==> config.mk <==
export PLATFORM = sky130hd
export DESIGN_NAME = pxoc_top
export DESIGN_NICKNAME = d
export VERILOG_FILES = /design/src/rtl/pxoc_pkg.sv /design/src/rtl/pxoc_top.sv
export SDC_FILE = /design/constraint.sdc
export NUM_CORES = 2
export LEC_CHECK = 0
export ABC_AREA = 1
export BUFFER_PORTS_ARGS = -buffer_cell sky130_fd_sc_hd__buf_2
export CORE_UTILIZATION = 56
export DETAILED_ROUTE_END_ITERATION = 8
export PLACE_DENSITY = 0.77
export SETUP_SLACK_MARGIN = 0.2
export SLEW_MARGIN = 20
export SYNTH_ARGS = -nofsm -noshare
export SYNTH_HDL_FRONTEND = slang
export SYNTH_SLANG_ARGS = --single-unit
==> constraint.sdc <==
create_clock -name core_clk_i -period 27.6 [get_ports core_clk_i]
set_clock_uncertainty 0.15 [all_clocks]
set_input_delay 2.76 -clock core_clk_i [delete_from_list [all_inputs] [get_ports core_clk_i]]
set_output_delay 2.76 -clock core_clk_i [all_outputs]
set_load 0.02 [all_outputs]
==> src/rtl/pxoc_pkg.sv <==
// Constants for the proximity output conditioning block
package pxoc_pkg;

  // Timing
  localparam int CLK_PERIOD_NS   = 100;
  localparam int MS_NS           = 1000000;
  localparam int MS_CYCLES_DEF   = (MS_NS + CLK_PERIOD_NS - 1) / CLK_PERIOD_NS;
  localparam int MS_PER_HOUR_DEF = 3600000;
  localparam int SPEED_WIN_MS    = 1000;
  localparam int FLASH_HALF_MS   = 500;
  localparam int PPM_PER_WIN     = 60;

  // Register byte offsets
  localparam logic [7:0] A_CFG    = 8'h00;
  localparam logic [7:0] A_ONDLY  = 8'h04;
  localparam logic [7:0] A_OFFDLY = 8'h08;
  localparam logic [7:0] A_STDLY  = 8'h0c;
  localparam logic [7:0] A_TLIM   = 8'h10;
  localparam logic [7:0] A_TEMP   = 8'h14;
  localparam logic [7:0] A_HLIM   = 8'h18;
  localparam logic [7:0] A_CLIM   = 8'h1c;
  localparam logic [7:0] A_HOURS  = 8'h20;
  localparam logic [7:0] A_CYCLES = 8'h24;
  localparam logic [7:0] A_STATUS = 8'h28;
  localparam logic [7:0] A_CMD    = 8'h2c;
  localparam logic [7:0] A_SPLIM  = 8'h30;
  localparam logic [7:0] A_SPEED  = 8'h34;
  localparam logic [2:0] A_MARK_HI = 3'h2;
  localparam int         MARK_WORDS = 8;

  // Configuration word fields
  localparam int CFG_W       = 20;
  localparam int F_FUNC_LSB  = 0;
  localparam int F_HYST      = 2;
  localparam int F_POL1_LSB  = 3;
  localparam int F_POL2_LSB  = 6;
  localparam int F_DIST1_LSB = 9;
  localparam int F_DIST2_LSB = 12;
  localparam int F_LEDM_LSB  = 15;
  localparam int F_LEDT      = 17;
  localparam int F_UNIT_LSB  = 18;
  localparam int NVM_W       = CFG_W + 48;
  localparam int CMD_SAVE    = 0;
  localparam int CMD_CLRUPD  = 1;

  // Encodings
  localparam logic [1:0] FN_ONE = 2'h0, FN_TWO = 2'h1, FN_ANALOG = 2'h2, FN_SPEED = 2'h3;
  localparam logic [2:0] POL_PNP_NO = 3'h0, POL_PNP_NC = 3'h1, POL_NPN_NO = 3'h2;
  localparam logic [2:0] POL_NPN_NC = 3'h3, POL_PP_NO = 3'h4, POL_PP_NC = 3'h5;
  localparam logic [2:0] POL_TEMP = 3'h6, POL_INSP = 3'h7;
  localparam logic [1:0] LED_FULL = 2'h0, LED_OUT = 2'h1;
  localparam logic [1:0] UNIT_C = 2'h0, UNIT_F = 2'h1, UNIT_K = 2'h2;
  localparam logic [2:0] DIST_MAX = 3'h5;

  // Reset values
  localparam logic [CFG_W-1:0] CFG_RST  = 20'h04a00;
  localparam logic [15:0]      DELAY_MAX = 16'hea60;
  localparam logic [15:0]      DLY_RST  = 16'h0000;
  localparam logic [11:0]      TLO_RST  = 12'hfe7;
  localparam logic [11:0]      THI_RST  = 12'h055;
  localparam logic [31:0]      LIM_RST  = 32'hffffffff;
  localparam logic [15:0]      SPMIN_RST = 16'h0000;
  localparam logic [15:0]      SPMAX_RST = 16'h7530;

endpackage

==> src/rtl/pxoc_top.sv <==
// Output conditioning, status packing and register file of the proximity sensor
`timescale 1ns/100ps

module pxoc_top
  import pxoc_pkg::*;
#(
  parameter int MS_CYCLES   = MS_CYCLES_DEF,
  parameter int MS_PER_HOUR = MS_PER_HOUR_DEF
)
(
  input  wire logic                    core_clk_i,         // 10 MHz clock
  input  wire logic                    rst_i,              // Async reset, active high
  input  wire logic                    ce_i,               // Clock enable
  input  wire logic [4:0]              sense_i,            // Actuation at 20..100 % steps, async
  input  wire logic                    standard_io_mode_i, // Standard I/O mode, async
  input  wire logic signed [11:0]      temp_c_i,           // Internal temperature in deg C
  input  wire logic [NVM_W-1:0]        nvm_data_i,         // Stored parameters
  input  wire logic [7:0]              address_i,          // Avalon byte address
  input  wire logic                    read_i,             // Avalon read
  input  wire logic                    write_i,            // Avalon write
  input  wire logic [31:0]             writedata_i,        // Avalon write data
  input  wire logic [3:0]              byteenable_i,       // Avalon byte enables
  output logic [31:0]                  readdata_o,         // Avalon read data
  output logic                         waitrequest_o,      // Avalon waitrequest
  output logic                         out1_hi_o,          // Output 1 high-side drive
  output logic                         out1_lo_o,          // Output 1 low-side drive
  output logic                         out2_hi_o,          // Output 2 high-side drive
  output logic                         out2_lo_o,          // Output 2 low-side drive
  output logic                         led_green_o,        // Green indicator
  output logic                         led_yellow_o,       // Yellow indicator
  output logic [15:0]                  pdata_o,            // Cyclic process data
  output logic                         update_req_o,       // Data update request
  output logic                         nvm_save_o,         // Store strobe
  output logic [NVM_W-1:0]             nvm_data_o          // Parameters to store
);

  function automatic logic [31:0] be_merge(input logic [31:0] old, input logic [31:0] wd,
                                           input logic [3:0] be);
    logic [31:0] m;
    m = {{8{be[3]}}, {8{be[2]}}, {8{be[1]}}, {8{be[0]}}};
    return (old & ~m) | (wd & m);
  endfunction

  // Clamp distances to 1..5 steps and keep output 1 beyond output 2 except in speed mode
  function automatic logic [CFG_W-1:0] fix_cfg(input logic [CFG_W-1:0] c);
    logic [2:0] d1;
    logic [2:0] d2;
    logic [CFG_W-1:0] r;
    d1 = c[F_DIST1_LSB+:3];
    d2 = c[F_DIST2_LSB+:3];
    r  = c;
    if (d1 == 3'h0 || d1 > DIST_MAX) d1 = DIST_MAX;
    if (d2 == 3'h0 || d2 > DIST_MAX) d2 = DIST_MAX;
    if (c[F_FUNC_LSB+:2] != FN_SPEED && d1 <= d2)
    begin
      if (d2 == DIST_MAX) d2 = DIST_MAX - 3'h1;
      d1 = d2 + 3'h1;
    end
    r[F_DIST1_LSB+:3] = d1;
    r[F_DIST2_LSB+:3] = d2;
    return r;
  endfunction

  // Returns {high side, low side}
  function automatic logic [1:0] drv(input logic [2:0] pol, input logic a);
    unique case (pol)
      POL_PNP_NO: return {a, 1'b0};
      POL_PNP_NC: return {~a, 1'b0};
      POL_NPN_NO: return {1'b0, a};
      POL_NPN_NC: return {1'b0, ~a};
      POL_PP_NC:  return {~a, a};
      default:    return {a, ~a};
    endcase
  endfunction

  // Code of the nearest actuated step, zero when not actuated
  function automatic logic [2:0] acode(input logic [4:0] s);
    if (s[0]) return 3'h5;
    if (s[1]) return 3'h4;
    if (s[2]) return 3'h3;
    if (s[3]) return 3'h2;
    if (s[4]) return 3'h1;
    return 3'h0;
  endfunction

  logic [4:0]        s_meta_r, s_sync_r, s_prev_r;
  logic              stdio_meta_r, stdio_r;
  logic              wait_r, load_pend_r;
  logic [CFG_W-1:0]  cfg_r;
  logic [15:0]       on_dly_r, off_dly_r, st_dly_r, sp_min_r, sp_max_r;
  logic [11:0]       tlo_r, thi_r;
  logic [31:0]       hlim_r, clim_r, hours_r, cycles_r, hour_ms_r, ms_pre_r;
  logic [31:0]       mark_r [MARK_WORDS];
  logic              act1_r, ond_q_r, out1_sw_r, st_done_r, flash_r, upd_r, sw1_prev_r;
  logic [15:0]       ond_cnt_r, offd_cnt_r, st_cnt_r, pcnt_r, ppm_r, win_r, flash_cnt_r;
  logic [31:0]       readdata_r;
  logic              o1h_r, o1l_r, o2h_r, o2l_r, ledg_r, ledy_r, save_r;
  logic [15:0]       pd_r;
  logic [NVM_W-1:0]  nvm_r;

  wire         ms_tick    = (ms_pre_r == 32'(MS_CYCLES - 1));
  wire  [1:0]  func       = cfg_r[F_FUNC_LSB+:2];
  wire         one_pt     = (func == FN_ONE);
  wire         two_pt     = (func == FN_TWO);
  wire  [2:0]  pol1       = cfg_r[F_POL1_LSB+:3];
  wire  [2:0]  pol2       = cfg_r[F_POL2_LSB+:3];
  wire  [2:0]  d1         = cfg_r[F_DIST1_LSB+:3];
  wire  [2:0]  d2         = cfg_r[F_DIST2_LSB+:3];
  wire  [1:0]  led_mode   = cfg_r[F_LEDM_LSB+:2];
  wire  [1:0]  unit       = cfg_r[F_UNIT_LSB+:2];
  wire         hyst_small = cfg_r[F_HYST];

  // Standard hysteresis releases one step further out; only in one-point use with d1 below DIST_MAX
  wire  [2:0]  on_idx     = d1 - 3'h1;
  wire  [2:0]  rel_idx    = (hyst_small || !one_pt || d1 == DIST_MAX) ? on_idx : d1;
  wire         act2       = s_sync_r[d2 - 3'h1];
  wire  [15:0] eff_on     = one_pt ? on_dly_r : 16'h0000;
  wire  [15:0] eff_off    = one_pt ? off_dly_r : 16'h0000;

  wire         pulse      = s_sync_r[2] & ~s_prev_r[2];
  wire         sp1        = ppm_r > sp_min_r;
  wire         sp2        = (ppm_r > sp_min_r) && (ppm_r < sp_max_r);
  wire         st_active  = (func == FN_SPEED) && !st_done_r;

  wire signed [11:0] t_lo = tlo_r;
  wire signed [11:0] t_hi = thi_r;
  wire         under      = temp_c_i < t_lo;
  wire         over       = temp_c_i > t_hi;
  wire         talarm     = under | over;
  wire         insp       = (hours_r > hlim_r) || (cycles_r > clim_r);

  wire signed [15:0] t16  = 16'(temp_c_i);
  wire signed [15:0] t_f  = 16'((t16 * 16'sd9) / 16'sd5 + 16'sd32);
  wire signed [15:0] t_k  = t16 + 16'sd273;
  wire signed [15:0] t_rep = (unit == UNIT_F) ? t_f : (unit == UNIT_K) ? t_k : t16;

  wire         sw1        = (func == FN_SPEED) ? (sp1 | st_active)
                          : one_pt ? out1_sw_r : act1_r;
  wire         sw2        = (func == FN_SPEED) ? (sp2 | st_active) : act2;
  wire         temp_ok    = (pol2 == POL_TEMP) && !two_pt && !stdio_r;
  wire         insp_ok    = (pol2 == POL_INSP) && !(two_pt && stdio_r);
  wire         role2      = (pol2 == POL_TEMP) || (pol2 == POL_INSP);
  wire         a2         = temp_ok ? talarm : insp_ok ? insp : sw2;
  wire  [2:0]  pol2_eff   = role2 ? POL_PNP_NO : pol2;
  wire  [1:0]  drv1       = drv(pol1, sw1);
  wire  [1:0]  drv2       = drv(pol2_eff, a2);

  wire  [2:0]  code       = (func == FN_ANALOG && !stdio_r) ? acode(s_sync_r) : 3'h0;
  wire  [7:0]  mark0      = stdio_r ? 8'h00 : mark_r[0][7:0];
  wire  [15:0] pd_nxt     = {mark0, insp, sw2, st_active,
                             (func == FN_ANALOG) ? code : {2'b00, over}, under, sw1};

  wire         green_on   = (led_mode == LED_FULL);
  wire         yellow_on  = (led_mode == LED_FULL) || (led_mode == LED_OUT);
  wire         flash_on   = cfg_r[F_LEDT] && talarm && yellow_on;

  // Bus decode
  wire         wr_en      = write_i & ~wait_r & ce_i;
  wire         wr_cfg     = wr_en && address_i == A_CFG;
  wire         wr_cmd     = wr_en && address_i == A_CMD;
  wire         is_mark    = address_i[7:5] == A_MARK_HI;
  wire  [31:0] wcfg       = be_merge(32'(cfg_r), writedata_i, byteenable_i);
  wire  [CFG_W-1:0] cfg_fixed = fix_cfg(wcfg[CFG_W-1:0]);
  wire  [CFG_W-1:0] nvm_fixed = fix_cfg(nvm_data_i[CFG_W-1:0]);
  wire         cor_wr     = wr_cfg && (cfg_fixed != wcfg[CFG_W-1:0]);
  wire         cor_ld     = load_pend_r && (nvm_fixed != nvm_data_i[CFG_W-1:0]);
  wire         upd_clr    = wr_cmd && byteenable_i[0] && writedata_i[CMD_CLRUPD];
  wire         save_cmd   = wr_cmd && byteenable_i[0] && writedata_i[CMD_SAVE];
  wire  [31:0] rd_mux     =
      (address_i == A_CFG)    ? 32'(cfg_r) :
      (address_i == A_ONDLY)  ? {16'h0000, on_dly_r} :
      (address_i == A_OFFDLY) ? {16'h0000, off_dly_r} :
      (address_i == A_STDLY)  ? {16'h0000, st_dly_r} :
      (address_i == A_TLIM)   ? {4'h0, thi_r, 4'h0, tlo_r} :
      (address_i == A_TEMP)   ? {16'h0000, t_rep} :
      (address_i == A_HLIM)   ? hlim_r :
      (address_i == A_CLIM)   ? clim_r :
      (address_i == A_HOURS)  ? hours_r :
      (address_i == A_CYCLES) ? cycles_r :
      (address_i == A_STATUS) ? {15'h0000, upd_r, pd_r} :
      (address_i == A_SPLIM)  ? {sp_max_r, sp_min_r} :
      (address_i == A_SPEED)  ? {16'h0000, ppm_r} :
      is_mark                 ? mark_r[address_i[4:2]] : 32'h00000000;

  function automatic logic [15:0] dly_clamp(input logic [31:0] v);
    return (v[31:16] != 16'h0000 || v[15:0] > DELAY_MAX) ? DELAY_MAX : v[15:0];
  endfunction

  // Synchronisers and bus handshake
  always_ff @(posedge core_clk_i or posedge rst_i)
  begin
    if (rst_i)
    begin
      s_meta_r   <= 5'h00;
      s_sync_r   <= 5'h00;
      s_prev_r   <= 5'h00;
      stdio_meta_r <= 1'b0;
      stdio_r      <= 1'b0;
      wait_r     <= 1'b1;
      readdata_r <= 32'h00000000;
    end
    else if (ce_i)
    begin
      s_meta_r   <= sense_i;
      s_sync_r   <= s_meta_r;
      s_prev_r   <= s_sync_r;
      stdio_meta_r <= standard_io_mode_i;
      stdio_r      <= stdio_meta_r;
      wait_r     <= wait_r ? ~(read_i | write_i) : 1'b1;
      if (read_i && wait_r)
        readdata_r <= stdio_r ? 32'h00000000 : rd_mux;
    end
  end

  // Parameter registers; configuration and delays loaded from the store once after reset
  always_ff @(posedge core_clk_i or posedge rst_i)
  begin
    if (rst_i)
    begin
      load_pend_r <= 1'b1;
      cfg_r       <= CFG_RST;
      on_dly_r    <= DLY_RST;
      off_dly_r   <= DLY_RST;
      st_dly_r    <= DLY_RST;
      tlo_r       <= TLO_RST;
      thi_r       <= THI_RST;
      hlim_r      <= LIM_RST;
      clim_r      <= LIM_RST;
      sp_min_r    <= SPMIN_RST;
      sp_max_r    <= SPMAX_RST;
      upd_r       <= 1'b0;
      save_r      <= 1'b0;
      nvm_r       <= '0;
    end
    else if (ce_i)
    begin
      load_pend_r <= 1'b0;
      upd_r       <= cor_wr | cor_ld | (upd_r & ~upd_clr);
      save_r      <= save_cmd;
      if (save_cmd)
        nvm_r <= {st_dly_r, off_dly_r, on_dly_r, cfg_r};
      if (load_pend_r)
      begin
        cfg_r     <= nvm_fixed;
        on_dly_r  <= dly_clamp(32'(nvm_data_i[CFG_W+:16]));
        off_dly_r <= dly_clamp(32'(nvm_data_i[CFG_W+16+:16]));
        st_dly_r  <= dly_clamp(32'(nvm_data_i[CFG_W+32+:16]));
      end
      else if (wr_en)
      begin
        if (wr_cfg) cfg_r <= cfg_fixed;
        if (address_i == A_ONDLY)  on_dly_r  <= dly_clamp(be_merge(32'(on_dly_r), writedata_i, byteenable_i));
        if (address_i == A_OFFDLY) off_dly_r <= dly_clamp(be_merge(32'(off_dly_r), writedata_i, byteenable_i));
        if (address_i == A_STDLY)  st_dly_r  <= dly_clamp(be_merge(32'(st_dly_r), writedata_i, byteenable_i));
        if (address_i == A_TLIM)
        begin
          if (byteenable_i[0]) tlo_r[7:0]  <= writedata_i[7:0];
          if (byteenable_i[1]) tlo_r[11:8] <= writedata_i[11:8];
          if (byteenable_i[2]) thi_r[7:0]  <= writedata_i[23:16];
          if (byteenable_i[3]) thi_r[11:8] <= writedata_i[27:24];
        end
        if (address_i == A_HLIM) hlim_r <= be_merge(hlim_r, writedata_i, byteenable_i);
        if (address_i == A_CLIM) clim_r <= be_merge(clim_r, writedata_i, byteenable_i);
        if (address_i == A_SPLIM)
          {sp_max_r, sp_min_r} <= be_merge({sp_max_r, sp_min_r}, writedata_i, byteenable_i);
      end
    end
  end

  // Marking memory, one word per entry
  genvar gi;
  generate
    for (gi = 0; gi < MARK_WORDS; gi++)
    begin : g_mark
      always_ff @(posedge core_clk_i or posedge rst_i)
      begin
        if (rst_i)
          mark_r[gi] <= 32'h00000000;
        else if (wr_en && is_mark && address_i[4:2] == 3'(gi))
          mark_r[gi] <= be_merge(mark_r[gi], writedata_i, byteenable_i);
      end
    end
  endgenerate

  // Millisecond tick, hour and cycle counters
  always_ff @(posedge core_clk_i or posedge rst_i)
  begin
    if (rst_i)
    begin
      ms_pre_r   <= 32'h00000000;
      hour_ms_r  <= 32'h00000000;
      hours_r    <= 32'h00000000;
      cycles_r   <= 32'h00000000;
      sw1_prev_r <= 1'b0;
    end
    else if (ce_i)
    begin
      ms_pre_r   <= ms_tick ? 32'h00000000 : ms_pre_r + 32'h1;
      sw1_prev_r <= sw1;
      if (sw1 && !sw1_prev_r)
        cycles_r <= cycles_r + 32'h1;
      if (ms_tick)
      begin
        if (hour_ms_r == 32'(MS_PER_HOUR - 1))
        begin
          hour_ms_r <= 32'h00000000;
          hours_r   <= hours_r + 32'h1;
        end
        else
          hour_ms_r <= hour_ms_r + 32'h1;
      end
    end
  end

  // Switching with hysteresis, on/off delays, start delay and speed window
  always_ff @(posedge core_clk_i or posedge rst_i)
  begin
    if (rst_i)
    begin
      act1_r      <= 1'b0;
      ond_q_r     <= 1'b0;
      ond_cnt_r   <= 16'h0000;
      out1_sw_r   <= 1'b0;
      offd_cnt_r  <= 16'h0000;
      st_done_r   <= 1'b0;
      st_cnt_r    <= 16'h0000;
      pcnt_r      <= 16'h0000;
      ppm_r       <= 16'h0000;
      win_r       <= 16'h0000;
      flash_r     <= 1'b0;
      flash_cnt_r <= 16'h0000;
    end
    else if (ce_i)
    begin
      if (!act1_r && s_sync_r[on_idx])
        act1_r <= 1'b1;
      else if (act1_r && !s_sync_r[rel_idx])
        act1_r <= 1'b0;
      if (!act1_r)
      begin
        ond_q_r   <= 1'b0;
        ond_cnt_r <= 16'h0000;
      end
      else if (!ond_q_r)
      begin
        if (ond_cnt_r >= eff_on)
          ond_q_r <= 1'b1;
        else if (ms_tick)
          ond_cnt_r <= ond_cnt_r + 16'h1;
      end
      if (ond_q_r)
      begin
        out1_sw_r  <= 1'b1;
        offd_cnt_r <= 16'h0000;
      end
      else if (out1_sw_r)
      begin
        if (offd_cnt_r >= eff_off)
          out1_sw_r <= 1'b0;
        else if (ms_tick)
          offd_cnt_r <= offd_cnt_r + 16'h1;
      end
      // Start delay is judged only once the stored value has been loaded
      if (!st_done_r && !load_pend_r)
      begin
        if (st_cnt_r >= st_dly_r)
          st_done_r <= 1'b1;
        else if (ms_tick)
          st_cnt_r <= st_cnt_r + 16'h1;
      end
      if (ms_tick && win_r == 16'(SPEED_WIN_MS - 1))
      begin
        win_r  <= 16'h0000;
        ppm_r  <= 16'(pcnt_r * 16'(PPM_PER_WIN));
        pcnt_r <= pulse ? 16'h0001 : 16'h0000;
      end
      else
      begin
        if (ms_tick) win_r <= win_r + 16'h1;
        if (pulse) pcnt_r <= pcnt_r + 16'h1;
      end
      if (ms_tick)
      begin
        if (flash_cnt_r == 16'(FLASH_HALF_MS - 1))
        begin
          flash_cnt_r <= 16'h0000;
          flash_r     <= ~flash_r;
        end
        else
          flash_cnt_r <= flash_cnt_r + 16'h1;
      end
    end
  end

  // Registered pin and process data outputs
  always_ff @(posedge core_clk_i or posedge rst_i)
  begin
    if (rst_i)
    begin
      o1h_r  <= 1'b0;
      o1l_r  <= 1'b0;
      o2h_r  <= 1'b0;
      o2l_r  <= 1'b0;
      ledg_r <= 1'b0;
      ledy_r <= 1'b0;
      pd_r   <= 16'h0000;
    end
    else if (ce_i)
    begin
      {o1h_r, o1l_r} <= drv1;
      {o2h_r, o2l_r} <= drv2;
      ledg_r <= flash_on ? flash_r : green_on;
      ledy_r <= yellow_on & sw1;
      pd_r   <= pd_nxt;
    end
  end

  assign readdata_o    = readdata_r;
  assign waitrequest_o = wait_r;
  assign out1_hi_o     = o1h_r;
  assign out1_lo_o     = o1l_r;
  assign out2_hi_o     = o2h_r;
  assign out2_lo_o     = o2l_r;
  assign led_green_o   = ledg_r;
  assign led_yellow_o  = ledy_r;
  assign pdata_o       = pd_r;
  assign update_req_o  = upd_r;
  assign nvm_save_o    = save_r;
  assign nvm_data_o    = nvm_r;

endmodule // pxoc_top

## After elaboration in Yosys (flattened, before gate mapping)

Cells that the tools add are included.

| storage, ports and cells | value |
|---|---|
| bits in registers | 829 |
| input port bits | 135 |
| output and inout bits | 125 |
| word-level logic and storage cells | 427 |

| cells by class | value |
|---|---|
| add/subtract/negate cells | 16 |
| multiply operators | 2 |
| div/mod/pow operators | 1 |
| $lt $le $gt $ge | 25 |
| eq/ne operators | 52 |
| multiplexer cells | 121 |
| bitwise operators | 53 |
| reductions and logical operators | 102 |

Operators by type and width:

| operator | number |
|---|---|
| 2-to-1 mux 32 bit | 19 |
| 2-to-1 mux 16 bit | 32 |
| bitwise OR 32 bit | 14 |
| AND 32 bit | 12 |
| adder 32 x 1 -> 32 bit (second input constant) | 4 |
| adder 16 x 1 -> 16 bit (second input constant) | 6 |
| AND 16 x 32 -> 32 bit | 3 |
| binary-select mux 32 bit (select 3 bit) | 1 |
| > comparator 16 bit (second input constant) | 6 |
| 2-to-1 mux 3 bit | 26 |
| > comparator 32 bit | 2 |
| 2-to-1 mux 20 bit | 3 |
| == test 8 x 6 -> 1 bit (second input constant) | 6 |
| >= comparator 16 bit | 3 |
| nonzero test 16 bit | 3 |
| 2-to-1 mux 1 bit | 34 |
| == test 3 bit (second input constant) | 11 |
| logical AND 1 bit | 33 |
| == test 32 x 14 -> 1 bit (second input constant) | 1 |
| == test 32 x 22 -> 1 bit (second input constant) | 1 |
| == test 8 x 5 -> 1 bit (second input constant) | 4 |
| NOT 32 bit | 1 |
| AND reduction 4 bit | 6 |
| == test 3 x 2 -> 1 bit (second input constant) | 7 |
| other kinds (43) | 134 |

## Longest topological paths before layout

| logic depth | value |
|---|---|
| word-level depth | 19 |
| depth in mapped cells | 97 |
| gate-level depth less buffers | 97 |

## Worst setup path after synthesis

Ideal clock, no wire load.

| path | value |
|---|---|
| path type | input to register |
| from | in temp_c_i[1] |
| to | reg readdata_r[6], in the netlist readdata_o[6] |
| arrival | 10.872 ns |
| required time | 27.328 ns |
| slack | 16.456 ns |
| stages on the path | 83 |
| path buffers | 0 |
| cells stage by stage | ha_1 -> ha_1 -> fa_1 -> nor2_1 -> nand2_1 -> nor2_2 -> nand3_1 -> nor2_1 -> nand4_1 -> nand2_1 -> nand2_2 -> nand2_4 -> inv_2 -> nand3_1 -> nand3_4 -> a21oi_2 -> nand2_2 -> nand2_2 -> [... 47 more ...] -> nand3_2 -> nand2_1 -> nand2_1 -> nor2_2 -> and2_1 -> ha_1 -> nand4_1 -> nand2_1 -> xor2_1 -> inv_1 -> ha_1 -> o22ai_1 -> o21ai_0 -> o41ai_1 -> o21ai_0 -> o22ai_1 -> o211ai_1 -> a32o_1 |

| between the ends | value |
|---|---|
| longest elaborated chain between the ends | 11 |
| elaborated cells between the ends (all ways) | 13 |
| those cells by class | add/sub: 2; mul: 1; div: 1; mux: 9 |

RTL lines:

| what | RTL line | source |
|---|---|---|
| from (decl) | pxoc_top.sv:16 | `input wire logic signed [11:0] temp_c_i,` |
| multiplier 12 x 5 -> 16 bit | pxoc_top.sv:133 | `wire signed [15:0] t_f = 16'((t16 * 16'sd9) / 16'sd5 + 16'sd32);` |
| divider 16 x 4 -> 16 bit | pxoc_top.sv:133 |  |
| adder 16 x 7 -> 16 bit | pxoc_top.sv:133 |  |
| 2-to-1 mux 16 bit (*) | pxoc_top.sv:135 | `wire signed [15:0] t_rep = (unit == UNIT_F) ? t_f : (unit == UNIT_K) ? t_k : t16;` |
| 2-to-1 mux 32 bit (*) | pxoc_top.sv:175 | `(address_i == A_TEMP) ? {16'h0000, t_rep} :` |
| 2-to-1 mux 32 bit (*) | pxoc_top.sv:174 | `(address_i == A_TLIM) ? {4'h0, thi_r, 4'h0, tlo_r} :` |
| 2-to-1 mux 32 bit (*) | pxoc_top.sv:173 | `(address_i == A_STDLY) ? {16'h0000, st_dly_r} :` |
| 2-to-1 mux 32 bit (*) | pxoc_top.sv:172 | `(address_i == A_OFFDLY) ? {16'h0000, off_dly_r} :` |
| 2-to-1 mux 32 bit (*) | pxoc_top.sv:171 | `(address_i == A_ONDLY) ? {16'h0000, on_dly_r} :` |
| 2-to-1 mux 32 bit (*) | pxoc_top.sv:170 | `(address_i == A_CFG) ? 32'(cfg_r) :` |
| 2-to-1 mux 32 bit (*) | pxoc_top.sv:211 | `readdata_r <= stdio_r ? 32'h00000000 : rd_mux;` |
| to (signal assigned) | pxoc_top.sv:211 |  |
| to (decl) | pxoc_top.sv:96 | `logic [31:0] readdata_r;` |

Mark *: on every way between the ends. The rest lies on a longest branch, timed or not.
A chain may end at the register's enable or synchronous reset.

## Worst setup path after layout

| path | value |
|---|---|
| from | in temp_c_i[1] |
| to | reg readdata_r[15], in the netlist readdata_o[15] |

The elaborated chain is that of the path after synthesis.

==> out/results.ini <==
[synthesis]
synth_edf_count=0
yosysMostFrequentCell=nand2_1
synth_top_area_share=0.385
yosysTopAreaCell=dfrtp_1
yosys_register_bits=824
syn_inst=5934
synth.top_cells.by_count=nand2_1 (1279), o21ai_0 (736), dfrtp_1 (734)
synthArstFlopShare=1.00
syn_area_per_cell_um2=8.04
seq_area_frac_synth=0.435
synth.distinct_cells=77
yosys_most_used_dff=dfrtp_1
syn-cell-area_um2=47700
synth_nets=6326
yosys-top-cells-area=dfrtp_1 (39%), nand2_1 (10%), o21ai_0 (7.7%), ha_1 (6.2%), inv_1 (5.1%)
synth_warnings=0

[min_path]
hold_class=reg -> reg

[floorplan]
die_y_um=294
die_area_um2=86300
core_um2=84000
die_w_um=294
rows=106
io_pins=260
start_util=0.568

[clock_network]
cts_setup_buffers=0
clkSinkCount=824
clkTransAtPathRegs_ns=0.06
root_buffer=clkbuf_16
cts_htree_levels=3
cts_resized=0
clock_latency_ns=0.66
cts_tree=yes
cts_buffers=89
cts_hold_buf=0
cts_buffer_depth=3

[sta]
fmax_mhz=80.5
fin_crit_ns=12.42
setup_tns_ns=0
setup_viol=0
rsz0062_at_grt=no
relSlewSlack=0.0559
maxSlewViolCount=0
fin_crit_sh=0.450
finalHoldViolCount=0
worstMarginPinSlew_ns=1.38

[global_routing]
antenna_found_initial=4
grt_pass1_wl_um=245000
grtUsageTotal=0.370
grt_max_degree=160
grt_overflow=0
grt_pass1_vias=41776

[route]
ant_nets=0
drt_iter0_drc=5089
firstDrtPassIters=9
drc=0
wl_um=162000
vias=44451
post_drt_via_cell_ratio=6.08
routedWlPerCell_um=22.1

[status]
status=finished, final reports clean

[place]
dp_hpwl_um=119000
place.gp.congestion=1.05
numPortBuffers=259

[setup_path]
crit_fanout=8
endpoint_kind=register
path_class=in -> reg
start_kind=input port
max_stage_delay_ns=0.51
critPathMostFrequentCell=nand2_2
required_ns=28.05
crit_arrival_ns=12.86
crit_slowest_cell=fa_1

[pwr]
p_int_mw=2.70
cellLeakagePower_nw=24.6
ir_worst_vdd_uv=180
sequentialPowerShare=0.274
power_density_nw_per_um2=91.3
p_comb_frac=0.466
p_switching_mw=2.13
p_sw_frac=0.442
clkPwrFrac=0.259

[finish]
layout-drive-gt1-share=0.113
final_util=0.630
nets=6493
fill_cells=7275
syn_to_final_growth_pct=11.0

[job]
maxCapViolCount=0

## power groups by stage
| stage | clock network, mW | registers [mW] | logic, mW |
|---|---|---|---|
| 3_5_place_dp | 0 | 1.34 | 2.21 |
| 4_1_cts | 1.25 | 1.32 | 2.23 |
| 2_1_floorplan | 0 | 1.33 | 1.78 |
| 3_3_place_gp | 0 | 1.34 | 2.21 |
| 6_report | 1.25 | 1.33 | 2.25 |
| 5_1_grt | 1.30 | 1.33 | 2.50 |
## metal layers
metal / up-vias / GRT usage / part of all wire
met5: - / 0 / 0.00029
met4: 6 / 0.202 / 0.061
met3: 487 / 0.0727 / 0.10
met2: 2402 / 0.557 / 0.43
met1: 21157 / 0.502 / 0.40
li1: 20399 / - / -
## area by class of cell
cell class	count	area, um^2	share of cell area
Multi-Input combinational cell	4181	23400	0.442
Sequential cell	824	20700	0.392
Inverter	691	2610	0.0493
Clock buffer	131	2610	0.0492
Timing Repair Buffer	314	1730	0.0327
Tap cell	1134	1420	0.0268
Clock inverter	34	424	0.00801
Antenna cell	2	5.00	0.0000946
## cells in the final DEF, fill, tap and decap left out, drive strengths merged, types with 6 or more instances in the layout
cell | netlist | layout
a21boi | 9 | 9
o221ai | 16 | 16
nor3 | 122 | 122
a22oi | 105 | 105
o21ai | 753 | 753
nand3b | 7 | 7
o22ai | 37 | 37
o2111ai | 18 | 18
nor2 | 349 | 349
nand4 | 94 | 94
o21a | 24 | 24
clkbuf | 195 | 131
a221oi | 20 | 20
o31ai | 11 | 11
a21oi | 220 | 220
o311ai | 8 | 8
o211ai | 68 | 68
dfstp | 90 | 90
buf | 37 | 314
nor4 | 49 | 49
nand3 | 330 | 330
dfrtp | 734 | 734
xnor2 | 38 | 38
clkinv | 10 | 22
bufinv | 0 | 7
a211oi | 20 | 20
inv | 681 | 691
xor2 | 126 | 126
or2 | 6 | 6
fa | 22 | 22
nand2 | 1344 | 1344
nor3b | 10 | 10
a31oi | 80 | 80
a32o | 13 | 13
ha | 235 | 235
## worst max-delay path: cells and delay by family
kind            cells  cell delay, ns
xor+xnor            1            0.39
buf+inv            11            0.83
fa+ha+maj           5            1.43
compound gates      5            0.96
simple gates       63            6.44
## metrics by stage
| step | hold WS (ns) | cells | area, um^2 | worst slack [ns] | power (mW) |
|---|---|---|---|---|---|
| floorplan | 0.292 | 5934 | 47700 | 1.69 | 3.10 |
| global placement | 0.307 | 7144 | 49900 | 14.79 | 3.55 |
| detailed placement | 0.312 | 7144 | 49900 | 14.68 | 3.55 |
| CTS | 0.328 | 7309 | 52900 | 15.31 | 4.80 |
| global route | 0.334 | 7309 | 52900 | 14.27 | 5.13 |
| finish | 0.328 | 7311 | 52900 | 15.18 | 4.83 |
## final timing paths
path	startpoint	to	slack, ns	cells past startpoint
worst max-delay path	temp_c_i[1]	readdata_o[15]	15.18	85
worst min-delay path	flash_r	flash_r	0.33	1
worst max register to register	ms_pre_r[1]	hours_r[31]	21.48	26
worst min register to register	flash_r	flash_r	0.33	1
max in group asynchronous	rst_i	asynchronous set/reset pin	22.02	5
min in group asynchronous	rst_i	nvm_data_o[40]	2.15	2
## cell families after synthesis
logic type | count (synthesis) | share of synthesized area
XOR/XNOR | 164 | 0.0301
buffers and inverters | 929 | 0.0756
AND/OR/NAND/NOR | 2327 | 0.213
multiplexers | 6 | 0.00144
adder cells (fa/ha/maj) | 257 | 0.0709
flip-flops | 824 | 0.435
AO/OA/AOI/OAI | 1427 | 0.174
(Power assumes the default switching activity.)
